`src/logic/bedo_seq_pkg.sv`:
```
package bedo_seq_pkg;

	// ----------------------------------------------------------------
	// timing
	// ----------------------------------------------------------------
	localparam int CLK_PERIOD_PS = 5000;
	localparam int T_RCD_NS      = 15;
	localparam int T_RP_NS       = 30;
	localparam int RCD_CYC       = (T_RCD_NS * 1000 + CLK_PERIOD_PS - 1) / CLK_PERIOD_PS;
	localparam int RP_CYC        = (T_RP_NS * 1000 + CLK_PERIOD_PS - 1) / CLK_PERIOD_PS;
	localparam int STALL_CYC     = 2;

	// ----------------------------------------------------------------
	// widths, fields, reset values
	// ----------------------------------------------------------------
	localparam int ADDR_W     = 32;
	localparam int DATA_W     = 32;
	localparam int LANES      = 4;
	localparam int DRAM_A_W   = 10;
	localparam int COL_LSB    = 2;
	localparam int ROW_LSB    = 12;
	localparam int BEAT_LSB   = 2;
	localparam int BCNT_W     = 2;
	localparam int TMR_W      = 4;
	localparam logic [1:0] BCNT_LINE  = 2'h3;
	localparam logic [1:0] BCNT_ZERO  = 2'h0;
	localparam logic [3:0] LANES_OFF  = 4'h0;
	localparam logic [3:0] TMR_ZERO   = 4'h0;
	localparam logic [31:0] DATA_ZERO = 32'h0000_0000;
	localparam logic [9:0] DADDR_ZERO = 10'h000;

	typedef enum logic [3:0] {
		ST_IDLE   = 4'h0,
		ST_ROW    = 4'h1,
		ST_COL    = 4'h2,
		ST_RDBEAT = 4'h3,
		ST_NEXT   = 4'h4,
		ST_ABORT  = 4'h5,
		ST_WSTL1  = 4'h6,
		ST_WSTL2  = 4'h7,
		ST_WCAS   = 4'h8,
		ST_PRE    = 4'h9
	} seq_state_type;

	typedef struct packed {
		logic              mreq;
		logic              seq;
		logic              write;
		logic              clf;
		logic [LANES-1:0]  byte_en;
		logic [ADDR_W-1:0] addr;
	} cpu_req_type;

	typedef struct packed {
		logic             ras_n;
		logic [LANES-1:0] cas_n;
		logic             we_n;
	} dram_ctl_type;

	localparam dram_ctl_type CTL_IDLE = '{ras_n: 1'b1, cas_n: 4'hf, we_n: 1'b1};

endpackage

```
`src/logic/bedo_addr_mux.sv`:
```
`timescale 1ns/1ps
`default_nettype none

module bedo_addr_mux (
	input  wire logic                                clk_sys,
	input  wire logic                                reset,
	input  wire logic                                use_col,
	input  wire logic [bedo_seq_pkg::ADDR_W-1:0]     addr,
	output logic      [bedo_seq_pkg::DRAM_A_W-1:0]   dram_addr
);

	// ----------------------------------------------------------------
	// row / column select
	// ----------------------------------------------------------------
	wire logic [bedo_seq_pkg::DRAM_A_W-1:0] row_part;
	wire logic [bedo_seq_pkg::DRAM_A_W-1:0] col_part;
	wire logic [bedo_seq_pkg::DRAM_A_W-1:0] mux_d;
	logic      [bedo_seq_pkg::DRAM_A_W-1:0] mux_q;

	assign row_part  = addr[bedo_seq_pkg::ROW_LSB +: bedo_seq_pkg::DRAM_A_W];
	assign col_part  = addr[bedo_seq_pkg::COL_LSB +: bedo_seq_pkg::DRAM_A_W];
	assign mux_d     = use_col ? col_part : row_part;
	assign dram_addr = mux_q;

	always_ff @(posedge clk_sys) begin
		if (reset) begin
			mux_q <= bedo_seq_pkg::DADDR_ZERO;
		end else begin
			mux_q <= mux_d;
		end
	end

endmodule

`default_nettype wire

```
`src/logic/bedo_dram_burst_sequencer.sv`:
```
`timescale 1ns/1ps
`default_nettype none

module bedo_dram_burst_sequencer (
	input  wire logic                                 clk_sys,
	input  wire logic                                 reset,
	input  wire bedo_seq_pkg::cpu_req_type            cpu,
	input  wire logic [bedo_seq_pkg::DATA_W-1:0]      cpu_wdata,
	output logic      [bedo_seq_pkg::DATA_W-1:0]      cpu_rdata,
	output logic                                      cpu_wait_n,
	output bedo_seq_pkg::dram_ctl_type                dram_ctl,
	output logic      [bedo_seq_pkg::DRAM_A_W-1:0]    dram_addr,
	input  wire logic [bedo_seq_pkg::DATA_W-1:0]      dram_dq_in,
	output logic      [bedo_seq_pkg::DATA_W-1:0]      dram_dq_out,
	output logic                                      dram_dq_oe_n
);

	// ----------------------------------------------------------------
	// functions
	// ----------------------------------------------------------------
	// beats left in the dram block after this one; line fills always 3
	function automatic logic [bedo_seq_pkg::BCNT_W-1:0] bcnt_load(
		input logic                              clf,
		input logic [bedo_seq_pkg::ADDR_W-1:0]   a
	);
		logic [bedo_seq_pkg::BCNT_W-1:0] off;
		off = a[bedo_seq_pkg::BEAT_LSB +: bedo_seq_pkg::BCNT_W];
		if (clf) begin
			bcnt_load = bedo_seq_pkg::BCNT_LINE;
		end else begin
			bcnt_load = bedo_seq_pkg::BCNT_LINE - off;
		end
	endfunction

	// ----------------------------------------------------------------
	// state
	// ----------------------------------------------------------------
	bedo_seq_pkg::seq_state_type state_q, state_d;
	logic [bedo_seq_pkg::ADDR_W-1:0] addr_q, addr_d;
	logic [bedo_seq_pkg::LANES-1:0]  be_q, be_d;
	logic                            write_q, write_d;
	logic                            clf_q, clf_d;
	logic                            aborted_q, aborted_d;
	logic [bedo_seq_pkg::BCNT_W-1:0] bcnt_q, bcnt_d;
	logic [bedo_seq_pkg::TMR_W-1:0]  tmr_q, tmr_d;
	bedo_seq_pkg::dram_ctl_type      ctl_q, ctl_d;
	logic [bedo_seq_pkg::DATA_W-1:0] rdata_q, rdata_d;
	logic [bedo_seq_pkg::DATA_W-1:0] wdout_q, wdout_d;
	logic                            oe_n_q, oe_n_d;
	logic                            wait_n_q, wait_n_d;

	wire logic cont;
	wire logic bcnt_zero;
	wire logic rcd_done;
	wire logic rp_done;
	wire logic use_col_d;
	wire logic cas_all_d;
	wire logic cas_lane_d;
	wire logic beat_done;

	assign cont      = cpu.mreq && cpu.seq && (cpu.write == write_q);
	assign bcnt_zero = (bcnt_q == bedo_seq_pkg::BCNT_ZERO);
	assign rcd_done  = (tmr_q == 4'(bedo_seq_pkg::RCD_CYC - 1));
	assign rp_done   = (tmr_q == 4'(bedo_seq_pkg::RP_CYC - 1));
	// read strobes hit every lane; write strobes only the enabled ones
	assign cas_all_d  = !write_q && (state_d == bedo_seq_pkg::ST_COL || state_d == bedo_seq_pkg::ST_RDBEAT);
	assign cas_lane_d = write_q && (state_d == bedo_seq_pkg::ST_COL || state_d == bedo_seq_pkg::ST_WCAS);
	assign use_col_d  = cas_all_d || cas_lane_d;
	// a beat ends on a data strobe; the address-only read strobe is not one
	assign beat_done  = (state_q == bedo_seq_pkg::ST_RDBEAT) || (state_q == bedo_seq_pkg::ST_WCAS)
		|| (write_q && state_q == bedo_seq_pkg::ST_COL);

	// ----------------------------------------------------------------
	// next state
	// ----------------------------------------------------------------
	always_comb begin
		state_d = state_q;
		unique case (state_q)
			bedo_seq_pkg::ST_IDLE: begin
				if (cpu.mreq) begin
					state_d = bedo_seq_pkg::ST_ROW;
				end
			end
			bedo_seq_pkg::ST_ROW: begin
				if (rcd_done) begin
					state_d = bedo_seq_pkg::ST_COL;
				end
			end
			bedo_seq_pkg::ST_COL: begin
				state_d = write_q ? bedo_seq_pkg::ST_ABORT : bedo_seq_pkg::ST_RDBEAT;
			end
			bedo_seq_pkg::ST_RDBEAT: begin
				state_d = bedo_seq_pkg::ST_NEXT;
			end
			bedo_seq_pkg::ST_WCAS: begin
				state_d = bedo_seq_pkg::ST_ABORT;
			end
			bedo_seq_pkg::ST_ABORT: begin
				state_d = bedo_seq_pkg::ST_NEXT;
			end
			bedo_seq_pkg::ST_NEXT: begin
				// read pulse still showing: the next request is not on the bus yet
				if (wait_n_q) begin
					state_d = bedo_seq_pkg::ST_NEXT;
				end else if (write_q) begin
					state_d = cont ? bedo_seq_pkg::ST_WSTL1 : bedo_seq_pkg::ST_PRE;
				end else if (cont) begin
					if (aborted_q) begin
						state_d = bedo_seq_pkg::ST_COL;
					end else if (bcnt_zero) begin
						state_d = bedo_seq_pkg::ST_ABORT;
					end else begin
						state_d = bedo_seq_pkg::ST_RDBEAT;
					end
				end else if (clf_q && bcnt_zero && !aborted_q) begin
					state_d = bedo_seq_pkg::ST_ABORT;
				end else begin
					state_d = bedo_seq_pkg::ST_PRE;
				end
			end
			bedo_seq_pkg::ST_WSTL1: begin
				state_d = bedo_seq_pkg::ST_WSTL2;
			end
			bedo_seq_pkg::ST_WSTL2: begin
				state_d = bedo_seq_pkg::ST_WCAS;
			end
			bedo_seq_pkg::ST_PRE: begin
				if (rp_done) begin
					state_d = bedo_seq_pkg::ST_IDLE;
				end
			end
			default: begin
				state_d = bedo_seq_pkg::ST_IDLE;
			end
		endcase
	end

	// ----------------------------------------------------------------
	// datapath and strobes
	// ----------------------------------------------------------------
	always_comb begin
		addr_d    = addr_q;
		be_d      = be_q;
		write_d   = write_q;
		clf_d     = clf_q;
		bcnt_d    = bcnt_q;
		aborted_d = aborted_q;
		if (state_q == bedo_seq_pkg::ST_IDLE && cpu.mreq) begin
			addr_d  = cpu.addr;
			be_d    = cpu.byte_en;
			write_d = cpu.write;
			clf_d   = cpu.clf;
			bcnt_d  = bcnt_load(cpu.clf && !cpu.write, cpu.addr);
		end
		if (state_q == bedo_seq_pkg::ST_NEXT && cont) begin
			addr_d = cpu.addr;
			be_d   = cpu.byte_en;
			if (state_d == bedo_seq_pkg::ST_COL) begin
				bcnt_d = bcnt_load(clf_q, cpu.addr);
			end
		end
		if (state_q == bedo_seq_pkg::ST_NEXT && state_d == bedo_seq_pkg::ST_RDBEAT) begin
			bcnt_d = bcnt_q - 2'h1;
		end
		if (state_q == bedo_seq_pkg::ST_ABORT) begin
			aborted_d = 1'b1;
		end else if (state_q == bedo_seq_pkg::ST_NEXT || state_q == bedo_seq_pkg::ST_IDLE) begin
			aborted_d = 1'b0;
		end
	end

	assign tmr_d = (state_d != state_q) ? bedo_seq_pkg::TMR_ZERO : tmr_q + 4'h1;

	always_comb begin
		ctl_d       = bedo_seq_pkg::CTL_IDLE;
		ctl_d.ras_n = (state_d == bedo_seq_pkg::ST_IDLE) || (state_d == bedo_seq_pkg::ST_PRE);
		if (cas_all_d) begin
			ctl_d.cas_n = bedo_seq_pkg::LANES_OFF;
		end else if (cas_lane_d) begin
			ctl_d.cas_n = ~addr_d_lanes(state_d, be_d, cpu.byte_en);
		end
		// write-enable low on write strobes; on reads it is the abort toggle
		if (cas_lane_d) begin
			ctl_d.we_n = 1'b0;
		end else if (!write_q && state_d == bedo_seq_pkg::ST_ABORT) begin
			ctl_d.we_n = 1'b0;
		end
	end

	// lanes for a write strobe: the latched enables, fresh after the stalls
	function automatic logic [bedo_seq_pkg::LANES-1:0] addr_d_lanes(
		input bedo_seq_pkg::seq_state_type st,
		input logic [bedo_seq_pkg::LANES-1:0] latched,
		input logic [bedo_seq_pkg::LANES-1:0] live
	);
		addr_d_lanes = (st == bedo_seq_pkg::ST_WCAS) ? live : latched;
	endfunction

	assign rdata_d  = (state_q == bedo_seq_pkg::ST_RDBEAT) ? dram_dq_in : rdata_q;
	assign wdout_d  = cas_lane_d ? cpu_wdata : wdout_q;
	assign oe_n_d   = !cas_lane_d;
	assign wait_n_d = beat_done;

	always_ff @(posedge clk_sys) begin
		if (reset) begin
			state_q   <= bedo_seq_pkg::ST_IDLE;
			addr_q    <= bedo_seq_pkg::DATA_ZERO;
			be_q      <= bedo_seq_pkg::LANES_OFF;
			write_q   <= 1'b0;
			clf_q     <= 1'b0;
			aborted_q <= 1'b0;
			bcnt_q    <= bedo_seq_pkg::BCNT_ZERO;
			tmr_q     <= bedo_seq_pkg::TMR_ZERO;
			ctl_q     <= bedo_seq_pkg::CTL_IDLE;
			rdata_q   <= bedo_seq_pkg::DATA_ZERO;
			wdout_q   <= bedo_seq_pkg::DATA_ZERO;
			oe_n_q    <= 1'b1;
			wait_n_q  <= 1'b0;
		end else begin
			state_q   <= state_d;
			addr_q    <= addr_d;
			be_q      <= be_d;
			write_q   <= write_d;
			clf_q     <= clf_d;
			aborted_q <= aborted_d;
			bcnt_q    <= bcnt_d;
			tmr_q     <= tmr_d;
			ctl_q     <= ctl_d;
			rdata_q   <= rdata_d;
			wdout_q   <= wdout_d;
			oe_n_q    <= oe_n_d;
			wait_n_q  <= wait_n_d;
		end
	end

	assign cpu_rdata    = rdata_q;
	assign cpu_wait_n   = wait_n_q;
	assign dram_ctl     = ctl_q;
	assign dram_dq_out  = wdout_q;
	assign dram_dq_oe_n = oe_n_q;

	bedo_addr_mux u_addr_mux (
		.clk_sys   (clk_sys),
		.reset     (reset),
		.use_col   (use_col_d),
		.addr      (addr_d),
		.dram_addr (dram_addr)
	);
endmodule

`default_nettype wire

```
`config.mk`:
```
export PLATFORM = sky130hd
export DESIGN_NAME = bedo_dram_burst_sequencer
export DESIGN_NICKNAME = d
export VERILOG_FILES = /design/src/logic/bedo_seq_pkg.sv /design/src/logic/bedo_addr_mux.sv /design/src/logic/bedo_dram_burst_sequencer.sv
export SDC_FILE = /design/constraint.sdc
export NUM_CORES = 1
export LEC_CHECK = 0
export ABC_AREA = 1
export BUFFER_PORTS_ARGS = -buffer_cell sky130_fd_sc_hd__buf_2
export CAP_MARGIN = 20
export CORE_ASPECT_RATIO = 1.5
export CORE_UTILIZATION = 40
export DETAILED_ROUTE_END_ITERATION = 7
export PLACE_DENSITY = 0.68
export SYNTH_ARGS = -nofsm -noshare
export SYNTH_HDL_FRONTEND = slang
export SYNTH_SLANG_ARGS = --single-unit
export TNS_END_PERCENT = 5
```
`constraint.sdc`:
```
create_clock -name clk_sys -period 3.9 [get_ports clk_sys]
set_clock_uncertainty 0.2 [all_clocks]
set_input_delay 0.195 -clock clk_sys [delete_from_list [all_inputs] [get_ports clk_sys]]
set_output_delay 0.195 -clock clk_sys [all_outputs]
set_load 0.1 [all_outputs]
```
==> results of run 1 <==
how the worst max path moves through the flow:
| stage | to | startpoint | cells past startpoint | slack [ns] |
|---|---|---|---|---|
| 6_report | dram_dq_out[25]$_SDFFE_PP0N_ | state_q[2]$_SDFF_PP0_ | 12 | 0.84 |
| 3_3_place_gp | dram_dq_out[6]$_SDFFE_PP0N_ | state_q[2]$_SDFF_PP0_ | 12 | 0.95 |
| 5_1_grt | dram_dq_out[21]$_SDFFE_PP0N_ | state_q[2]$_SDFF_PP0_ | 12 | 0.55 |
| 4_1_cts | dram_dq_out[2]$_SDFFE_PP0N_ | state_q[2]$_SDFF_PP0_ | 12 | 0.85 |
| 2_1_floorplan | u_addr_mux.dram_addr[2]$_SDFF_PP0_ | cpu_wait_n$_SDFF_PP0_ | 12 | 1.55 |
| 3_5_place_dp | dram_dq_out[5]$_SDFFE_PP0N_ | state_q[2]$_SDFF_PP0_ | 12 | 0.92 |
metrics by stage:
step / setup WS (ns) / cells / area [um^2]
6_report: 0.843 / 1032 / 7140
5_1_grt: 0.549 / 1032 / 7140
4_1_cts: 0.849 / 1032 / 7140
3_5_place_dp: 0.917 / 912 / 5680
3_3_place_gp: 0.951 / 911 / 5650
2_1_floorplan: 1.55 / 615 / 4740
worst register-to-register path, stage by stage, from the launching register on:
cell and delay [ns]:
dfxtp_1 0.37, nor2_2 0.26, nand2_2 0.36, nand2_1 0.17, nor2_1 0.07, nand2_1 0.11
nor2_4 0.06, nand2_4 0.10, o21bai_4 0.07, nand2_4 0.33, clkinv_2 0.51, nor2_1 0.25
nor2_1 0.08
final cells by class:
cell class              count  area (um^2)  share of cell area
well taps                 150          188              0.0263
flip-flops and latches    119         2380               0.334
inverters                  40          151              0.0212
clock inverters            11          124              0.0173
clock buffers              21          460              0.0645
multi-input cells         427         2050               0.287
repair buffers            264         1780               0.250
logic make-up after synthesis:
group,share of synthesized area
AOI/OAI and AO/OA,0.101
adders and majority gates,0.0106
and+or+nand+nor,0.269
xor gates and xnor gates,0.00370
muxes,0.0486
buffers and inverters,0.0649
DFF,0.503
flip-flops by register name, indices dropped and copies added (netlist names):
name,cells
cpu_rdata,32
addr_q,20
write_q,1
tmr_q,4
clf_q,1
aborted_q,1
be_q,4
u_addr_mux.dram_addr,10
dram_dq_out,32
dram_dq_oe_n,1
cpu_wait_n,1
state_q,4
dram_ctl,6
bcnt_q,2
synthesized netlist by cell type (5+ instances only):
| master | instances | share of area |
|---|---|---|
| inv_1 | 37 | 0.029 |
| o21ai_0 | 62 | 0.065 |
| nand2_1 | 64 | 0.051 |
| nand3_1 | 28 | 0.030 |
| buf_6 | 5 | 0.012 |
| nor2_1 | 200 | 0.16 |
| nand2_2 | 6 | 0.0079 |
| dfxtp_1 | 119 | 0.50 |
| mux2i_1 | 14 | 0.030 |
| clkbuf_1 | 17 | 0.013 |
| o21ai_1 | 13 | 0.014 |
| mux2_2 | 8 | 0.019 |
routing by layer:
| layer | track usage | up-vias | wire length, um |
|---|---|---|---|
| met5 | 0 | - | 0 |
| met4 | 0.101 | 0 | 372 |
| met3 | 0.0488 | 41 | 632 |
| met2 | 0.383 | 172 | 6800 |
| met1 | 0.235 | 2245 | 5360 |
| li1 | - | 2463 | - |
power by group through the flow:
stage	combinational, mW	clock, mW	sequential [mW]
after floorplan	0.181	0	1.43
after global placement	0.397	0	1.31
after detailed placement	0.409	0	1.31
after CTS	0.480	1.55	1.28
after global routing	0.526	1.62	1.29
final	0.484	1.53	1.28
repair_timing:
action | in CTS | in global routing
setup endpoints to repair | 0 | 0
hold buffers | 88 | 0
endpoints found under the hold margin | 102 | 0
==> impl_metrics.yaml, run 1 <==
status:
  status: "finished, final reports clean"
critical_path:
  cp_max_fo: 43
  path_buf_inv: 1
  cpMaxStageDelayCell: "clkinv_2"
  r2r_slack_ns: 0.84
  cp-start-kind: "flop"
  cp.arrival_ns: 3.14
  path_cells: "nor2_2, nand2_2, nand2_1, nor2_1, nand2_1, nor2_4, nand2_4, o21bai_4, nand2_4, clkinv_2, nor2_1, nor2_1"
  critPathMaxStageDelay_ns: 0.49
  end_kind: "flop"
  worstPathRequired_ns: 3.98
  cp_top_family: "simple AND/OR/NAND/NOR gates"
  reg2reg_from: "state_q[2]$_SDFF_PP0_"
  reg2reg_depth: 12
  cpMostUsedCell: "nor2_1"
  worst_r2r_endpoint: "dram_dq_out[25]$_SDFFE_PP0N_"
  worstSetupPathType: "flop to flop"
timing:
  max_freq_ghz: 0.327
  holdWs_ns: 0.0233
  final.period_utilization: 0.784
  worst_pin_slew_ns: 0.985
  rsz0062_at_grt: "false"
  layout_min_cycle_time_ns: 3.06
  setup_viol: 0
  maxSlewHeadroom: 0.343
  drv_slew: 0
  finalHoldViolations: 0
  finalSetupTns_ns: 0
clocking:
  cts_setup_buffers: 0
  cts_tree: "done"
  cts_buffers: 17
  cts_buffer_depth: 2
  root_buffer: "clkbuf_16"
  cts.htree.levels: 4
  insertion_delay_ns: 0.41
  clkSlewWorstSetupHoldPaths_ns: 0.06
  cts_sinks: 119
  cts_resized: 0
hold_path:
  min_from: "cpu[2]"
  hp-class: "input pin to flop"
  holdPathEnd: "addr_q[2]$_SDFF_PP0_"
  holdPathStages: 5
die:
  dieHeight_um: 135
  num_rows: 48
  initial_core_util: 0.411
  io_pins: 188
  dieArea_um2: 12300
  fp.coreArea_um2: 11500
  die_w_um: 90.9
global_route:
  antenna_found_initial: 0
  grt_usage: 0.212
  grt_first_pass_wirelength_mm: 21.2
  grt-ovfl-total: 0
  grt_pass1_vias: 4684
  grt_max_degree: 46
power:
  finalPower_mw: 3.30
  p_int_mw: 2.42
  power_leakage_nw: 3.41
  power.share.clock: 0.465
  switching_share: 0.267
  combPwrFrac: 0.147
  power.switching_uw: 882
  ir_drop_uv: 280
  pwr-share-seq: 0.389
  power_density_nw_per_um2: 462
yosys:
  ys_ff_latch: 119
  synth-edff-count: 0
  async_reset_ff_frac: 0
  avgSynthCellArea_um2: 7.71
  synth_ff_type: "dfxtp_1"
  synth-warning-count: 0
  netlist_instances: 615
  ys_seq_area_frac: 0.503
  ys_types: 35
  synth_nets: 725
  syn-cell-area_um2: 4740
routing:
  drtPass1Iterations: 4
  dr.first_iter.drc_count: 182
  drt-vias-per-instance: 4.77
  drc_errors: 0
  post_drt_wl_per_cell_um: 12.8
  route.antenna.remaining_nets: 0
  vias: 4921
  drt-total-wl_mm: 13.2
placed_design:
  dpl.hpwl_mm: 8.17
  gp_congestion: 0.873
  port_buffers: 175
finish:
  fillCellCount: 985
  layout_commonest_cell: "nor2_1"
  syn_to_final_growth_pct: 50.6
  utilization: 0.619
  fin_nets: 979
  diodes: 0
  drive_gt1_frac: 0.266
  final_cell_mix: "nor2_1 (200), buf_2 (175), dfxtp_1 (119), dlygate4sd3_1 (88), nand2_1 (64)"
run:
  cap_violations: 0
Power figures use the tool's default switching activity.
==> inputs of run 2 (changes only) <==
--- a/config.mk
+++ b/config.mk
@@ -11,7 +11,7 @@
 export CORE_ASPECT_RATIO = 1.5
 export CORE_UTILIZATION = 40
 export DETAILED_ROUTE_END_ITERATION = 7
-export PLACE_DENSITY = 0.68
+export PLACE_DENSITY = 0.71
 export SYNTH_ARGS = -nofsm -noshare
 export SYNTH_HDL_FRONTEND = slang
 export SYNTH_SLANG_ARGS = --single-unit
==> constraint.sdc (replaced) <==
create_clock -name clk_sys -period 2.6 [get_ports clk_sys]
set_clock_uncertainty 0.2 [all_clocks]
set_input_delay 0.13 -clock clk_sys [delete_from_list [all_inputs] [get_ports clk_sys]]
set_output_delay 0.13 -clock clk_sys [all_outputs]
set_load 0.1 [all_outputs]
==> impl_metrics.yaml, run 2 (synthesis results as in run 1) <==
status:
  status: "finished, final reports clean"
power:
  ir_drop_uv: 487
  power_leakage_nw: 3.50
  power_density_nw_per_um2: 695
placed_design:
  dpl.hpwl_mm: 8.01
  post_dp_cell_area_um2: 5780
  port_buffers: 175
  gp_congestion: 0.853
  placed_cells: 923
clocking:
  cts_buffers: 17
  cts.htree.levels: 4
  root_buffer: "clkbuf_16"
  cts_buffer_depth: 2
  clkSlewWorstSetupHoldPaths_ns: 0.06
  cts_tree: "done"
  insertion_delay_ns: 0.41
  cts_sinks: 119
  cts_setup_buffers: 0
finish:
  fin_area_um2: 7320
  fin_cells: 1047
  final_cell_mix: "nor2_1 (199), buf_2 (175), dfxtp_1 (117), dlygate4sd3_1 (92), nand2_1 (64)"
  diodes: 0
  syn_to_final_growth_pct: 54.4
  drive_gt1_frac: 0.279
  utilization: 0.635
  fin_nets: 994
  layout_commonest_cell: "nor2_1"
critical_path:
  cpMaxStageDelayCell: "dfxtp_1"
  worstSetupPathType: "flop to flop"
  path_cells: "inv_1, nor2_1, nand2_1, nor2_1, nor2_1, nand2_1, nand3_2, nor2_4, nor2_1, nand2_1, nand2_1, buf_4, nor2_1, nor2_1"
  cp_max_fo: 6
  cp-start-kind: "flop"
  worstPathRequired_ns: 2.70
  reg2reg_from: "state_q[0]$_SDFF_PP0_"
  cp.arrival_ns: 2.50
  reg2reg_depth: 14
  cpMostUsedCell: "nor2_1"
  r2r_slack_ns: 0.20
  worst_r2r_endpoint: "u_addr_mux.dram_addr[9]$_SDFF_PP0_"
  end_kind: "flop"
  critPathMaxStageDelay_ns: 0.40
global_route:
  grt_max_degree: 52
  antenna_found_initial: 0
  grt-ovfl-total: 0
  grt_pass1_vias: 4719
  grt_first_pass_wirelength_mm: 21.3
  grt_usage: 0.217
timing:
  worst_pin_slew_ns: 0.517
  finalHoldViolations: 0
  drv_slew: 0
  final.period_utilization: 0.921
  maxSlewHeadroom: 0.658
  setup_viol: 0
  finalSetupTns_ns: 0
  max_freq_ghz: 0.417
  layout_min_cycle_time_ns: 2.40
  rsz0062_at_grt: "false"
  holdWs_ns: 0.0270
die:
  fp.coreArea_um2: 11500
  initial_core_util: 0.411
  dieArea_um2: 12300
  die_w_um: 90.9
  num_rows: 48
  io_pins: 188
  dieHeight_um: 135
routing:
  post_drt_wl_per_cell_um: 12.8
  drc_errors: 0
  drt-total-wl_mm: 13.4
  dr.first_iter.drc_count: 118
  vias: 4917
  drt-vias-per-instance: 4.70
  drtPass1Iterations: 4
  route.antenna.remaining_nets: 0
hold_path:
  min_from: "reset"
  holdPathEnd: "addr_q[8]$_SDFF_PP0_"
  holdPathStages: 3
  hp-class: "input pin to flop"
run:
  cap_violations: 0
## run 2: stage by stage
step	worst slack [ns]	power, mW
global placement	0.166	2.58
detailed placement	0.142	2.59
floorplan	0.245	2.42
finish	0.204	5.09
global route	0.0502	5.28
CTS	0.0932	5.13
## run 2: how the worst max path moves through the flow
stage	from	end	cells after the start	slack (ns)
6_report	state_q[0]$_SDFF_PP0_	u_addr_mux.dram_addr[9]$_SDFF_PP0_	14	0.20
2_1_floorplan	cpu_wait_n$_SDFF_PP0_	u_addr_mux.dram_addr[2]$_SDFF_PP0_	12	0.25
5_1_grt	state_q[3]$_SDFF_PP0_	u_addr_mux.dram_addr[9]$_SDFF_PP0_	14	0.05
4_1_cts	state_q[1]$_SDFF_PP0_	dram_dq_out[18]$_SDFFE_PP0N_	13	0.09
3_3_place_gp	state_q[0]$_SDFF_PP0_	dram_dq_out[21]$_SDFFE_PP0N_	12	0.17
3_5_place_dp	state_q[1]$_SDFF_PP0_	dram_dq_out[18]$_SDFFE_PP0N_	13	0.14
## run 2: critical path: cells and delay by family, from the launching register on
family | cells | cell delay (ns)
flops | 1 | 0.40
buf+inv | 2 | 0.35
simple gates | 12 | 1.34
## run 2: layout make-up
cell class                      count  area [um^2]
Timing Repair Buffer              279         1920
Fill cell                         989         4210
Inverter                           40          153
Sequential cell                   119         2380
Tap cell                          150          188
Multi-Input combinational cell    427         2060
Clock inverter                     13          170
Clock buffer                       19          443
## run 2: report_power, final
group / switching [mW] / internal, mW
logic: 0.460 / 0.290
registers: 0.0267 / 1.89
clock network: 0.872 / 1.54
total: 1.36 / 3.73
## run 2: per-layer routing
layer / global-route usage / wire length (um) / share of wire / vias up
met5: 0 / 0 / 0 / -
met4: 0.0935 / 316 / 0.024 / 0
met3: 0.0505 / 624 / 0.046 / 32
met2: 0.413 / 7230 / 0.54 / 155
met1: 0.225 / 5250 / 0.39 / 2234
li1: - / - / - / 2496
## run 2: repair_timing
item / CTS / global route
hold endpoints to repair: 106 / 0
hold buffers: 92 / 0
setup endpoints to repair: 0 / 42
resized for setup: 0 / 5
==> inputs of run 3 (changes only) <==
--- a/config.mk
+++ b/config.mk
@@ -11,7 +11,7 @@
 export CORE_ASPECT_RATIO = 1.5
 export CORE_UTILIZATION = 40
 export DETAILED_ROUTE_END_ITERATION = 7
-export PLACE_DENSITY = 0.71
+export PLACE_DENSITY_LB_ADDON = 0.2
 export SYNTH_ARGS = -nofsm -noshare
 export SYNTH_HDL_FRONTEND = slang
 export SYNTH_SLANG_ARGS = --single-unit
==> impl_metrics.yaml, run 3 (synthesis results as in run 1) <==
finish:
  diodes: 0
  syn_to_final_growth_pct: 54.8
  final_cell_mix: "nor2_1 (199), buf_2 (175), dfxtp_1 (117), dlygate4sd3_1 (98), nand2_1 (63)"
  layout_commonest_cell: "nor2_1"
  fin_cells: 1050
  drive_gt1_frac: 0.273
  multi_input_area_um2: 2060
  seq_area_um2: 2380
  fillCellCount: 1000
  fin_area_um2: 7340
  fin_nets: 998
power:
  power_leakage_nw: 3.52
  switching_share: 0.254
  combPwrFrac: 0.150
  p_int_mw: 3.77
  ir_drop_uv: 499
  power_density_nw_per_um2: 688
  pwr-share-seq: 0.381
  power.share.clock: 0.469
  power.switching_mw: 1.28
placed_design:
  port_buffers: 175
  placed_cells: 921
  post_dp_cell_area_um2: 5750
  post-place-ws_ns: 0.167
  dpl.hpwl_mm: 8.26
  gp_congestion: 0.834
timing:
  holdWs_ns: 0.181
  maxSlewHeadroom: 0.659
  layout_min_cycle_time_ns: 2.33
  max_freq_ghz: 0.430
  setup_slack_ns: 0.275
  final.period_utilization: 0.894
  worst_pin_slew_ns: 0.514
  finalHoldViolations: 0
  setup_viol: 0
  drv_slew: 0
clocking:
  insertion_delay_ns: 0.40
  cts_tree: "done"
  root_buffer: "clkbuf_16"
  cts.htree.levels: 4
  cts_sinks: 119
  cts_buffer_depth: 2
  cts_buffers: 17
  clkSlewWorstSetupHoldPaths_ns: 0.05
critical_path:
  reg2reg_depth: 13
  reg2reg_from: "state_q[0]$_SDFF_PP0_"
  worstPathRequired_ns: 2.69
  cp.arrival_ns: 2.41
  worstSetupPathType: "flop to flop"
  cp-start-kind: "flop"
  worst_r2r_endpoint: "dram_ctl[4]$_SDFF_PP1_"
  r2r_slack_ns: 0.27
  cp_max_fo: 6
  end_kind: "flop"
routing:
  vias: 4969
  drtPass1Iterations: 6
  drt-vias-per-instance: 4.73
  dr.first_iter.drc_count: 103
  route.antenna.remaining_nets: 0
  drt-total-wl_mm: 13.2
  drc_errors: 0
  post_drt_wl_per_cell_um: 12.5
status:
  status: "finished, final reports clean"
die:
  num_rows: 48
  dieArea_um2: 12300
  io_pins: 188
  fp.coreArea_um2: 11500
  initial_core_util: 0.411
  dieHeight_um: 135
  die_w_um: 90.9
global_route:
  use_met2: 0.400
  grt-ovfl-total: 0
  grt_util_met1: 0.224
  antenna_found_initial: 0
  grt_max_degree: 45
  grt_pass1_vias: 5080
  top_usage_layer: "met2"
  use_met3: 0.0527
  grt_usage: 0.216
  grt_first_pass_wirelength_mm: 21.5
hold_path:
  holdPathStages: 7
  holdPathEnd: "state_q[0]$_SDFF_PP0_"
  min_from: "cpu[39]"
  hp-class: "input pin to flop"
run:
  cap_violations: 0
run 3: cell count changes in the layout (fill, tap and decap cells not counted):
cell	change
buf_12	-1
buf_4	-1
clkbuf_1	+2
clkbuf_8	+2
clkinv_2	+2
clkinv_4	-2
clkinvlp_4	-2
dlygate4sd3_1	+6
inv_6	-3
nand2_1	-1
nand2_2	+1
nor2_2	+1
nor2_4	-1
run 3: power by group through the flow:
| stage | sequential, mW | combinational (mW) | clock (mW) |
|---|---|---|---|
| detailed placement | 1.96 | 0.627 | 0 |
| CTS | 1.92 | 0.747 | 2.42 |
| floorplan | 2.15 | 0.272 | 0 |
| global placement | 1.96 | 0.616 | 0 |
| global route | 1.93 | 0.817 | 2.50 |
| finish | 1.92 | 0.755 | 2.37 |
run 3: routing by layer:
metal,share of wire,up-vias,wire length (um)
met4,0.029,0,381
li1,-,2490,-
met5,0,-,0
met3,0.054,33,711
met1,0.40,2290,5270
met2,0.52,156,6790
run 3: metrics by stage:
stage,util,setup TNS [ns],power [mW]
global route,0.636,-0.00432,5.25
global placement,0.498,0,2.58
floorplan,-,0,2.42
finish,0.636,0,5.05
CTS,0.636,0,5.09
detailed placement,0.498,0,2.59
run 3: worst max-delay path: stages, from the launching register on:
cell,delay (ns)
dfxtp_1,0.41
inv_1,0.12
nand2_1,0.16
nor2_1,0.06
nor2_1,0.10
nand2_1,0.08
nor2_2,0.14
nand3_2,0.14
nor2_2,0.21
nor2_1,0.06
nand2_1,0.09
nand2_2,0.12
nor2_1,0.23
nand2_1,0.09
run 3: worst max-delay path by stage:
stage	from	to	slack, ns	cells after the start
floorplan	cpu_wait_n$_SDFF_PP0_	u_addr_mux.dram_addr[2]$_SDFF_PP0_	0.25	12
global placement	write_q$_SDFFE_PP0P_	u_addr_mux.dram_addr[0]$_SDFF_PP0_	0.21	14
detailed placement	write_q$_SDFFE_PP0P_	u_addr_mux.dram_addr[9]$_SDFF_PP0_	0.17	14
CTS	state_q[0]$_SDFF_PP0_	u_addr_mux.dram_addr[9]$_SDFF_PP0_	0.14	14
global route	state_q[0]$_SDFF_PP0_	u_addr_mux.dram_addr[0]$_SDFF_PP0_	-0.004	14
finish	state_q[0]$_SDFF_PP0_	dram_ctl[4]$_SDFF_PP1_	0.27	13
run 3: layout make-up:
class	count	area share
clock inverter	8	0.0165
timing repair buffer	283	0.267
clock buffer	23	0.0651
sequential	119	0.325
inverter	40	0.0208
tap	150	0.0256
multi-input combinational	427	0.280
run 3: timing repair:
action | CTS | global route
buffers inserted | 0 | 0
hold buffers | 98 | 0
setup endpoints to repair | 0 | 42
gates resized for setup | 0 | 5
hold endpoints to repair | 108 | 0
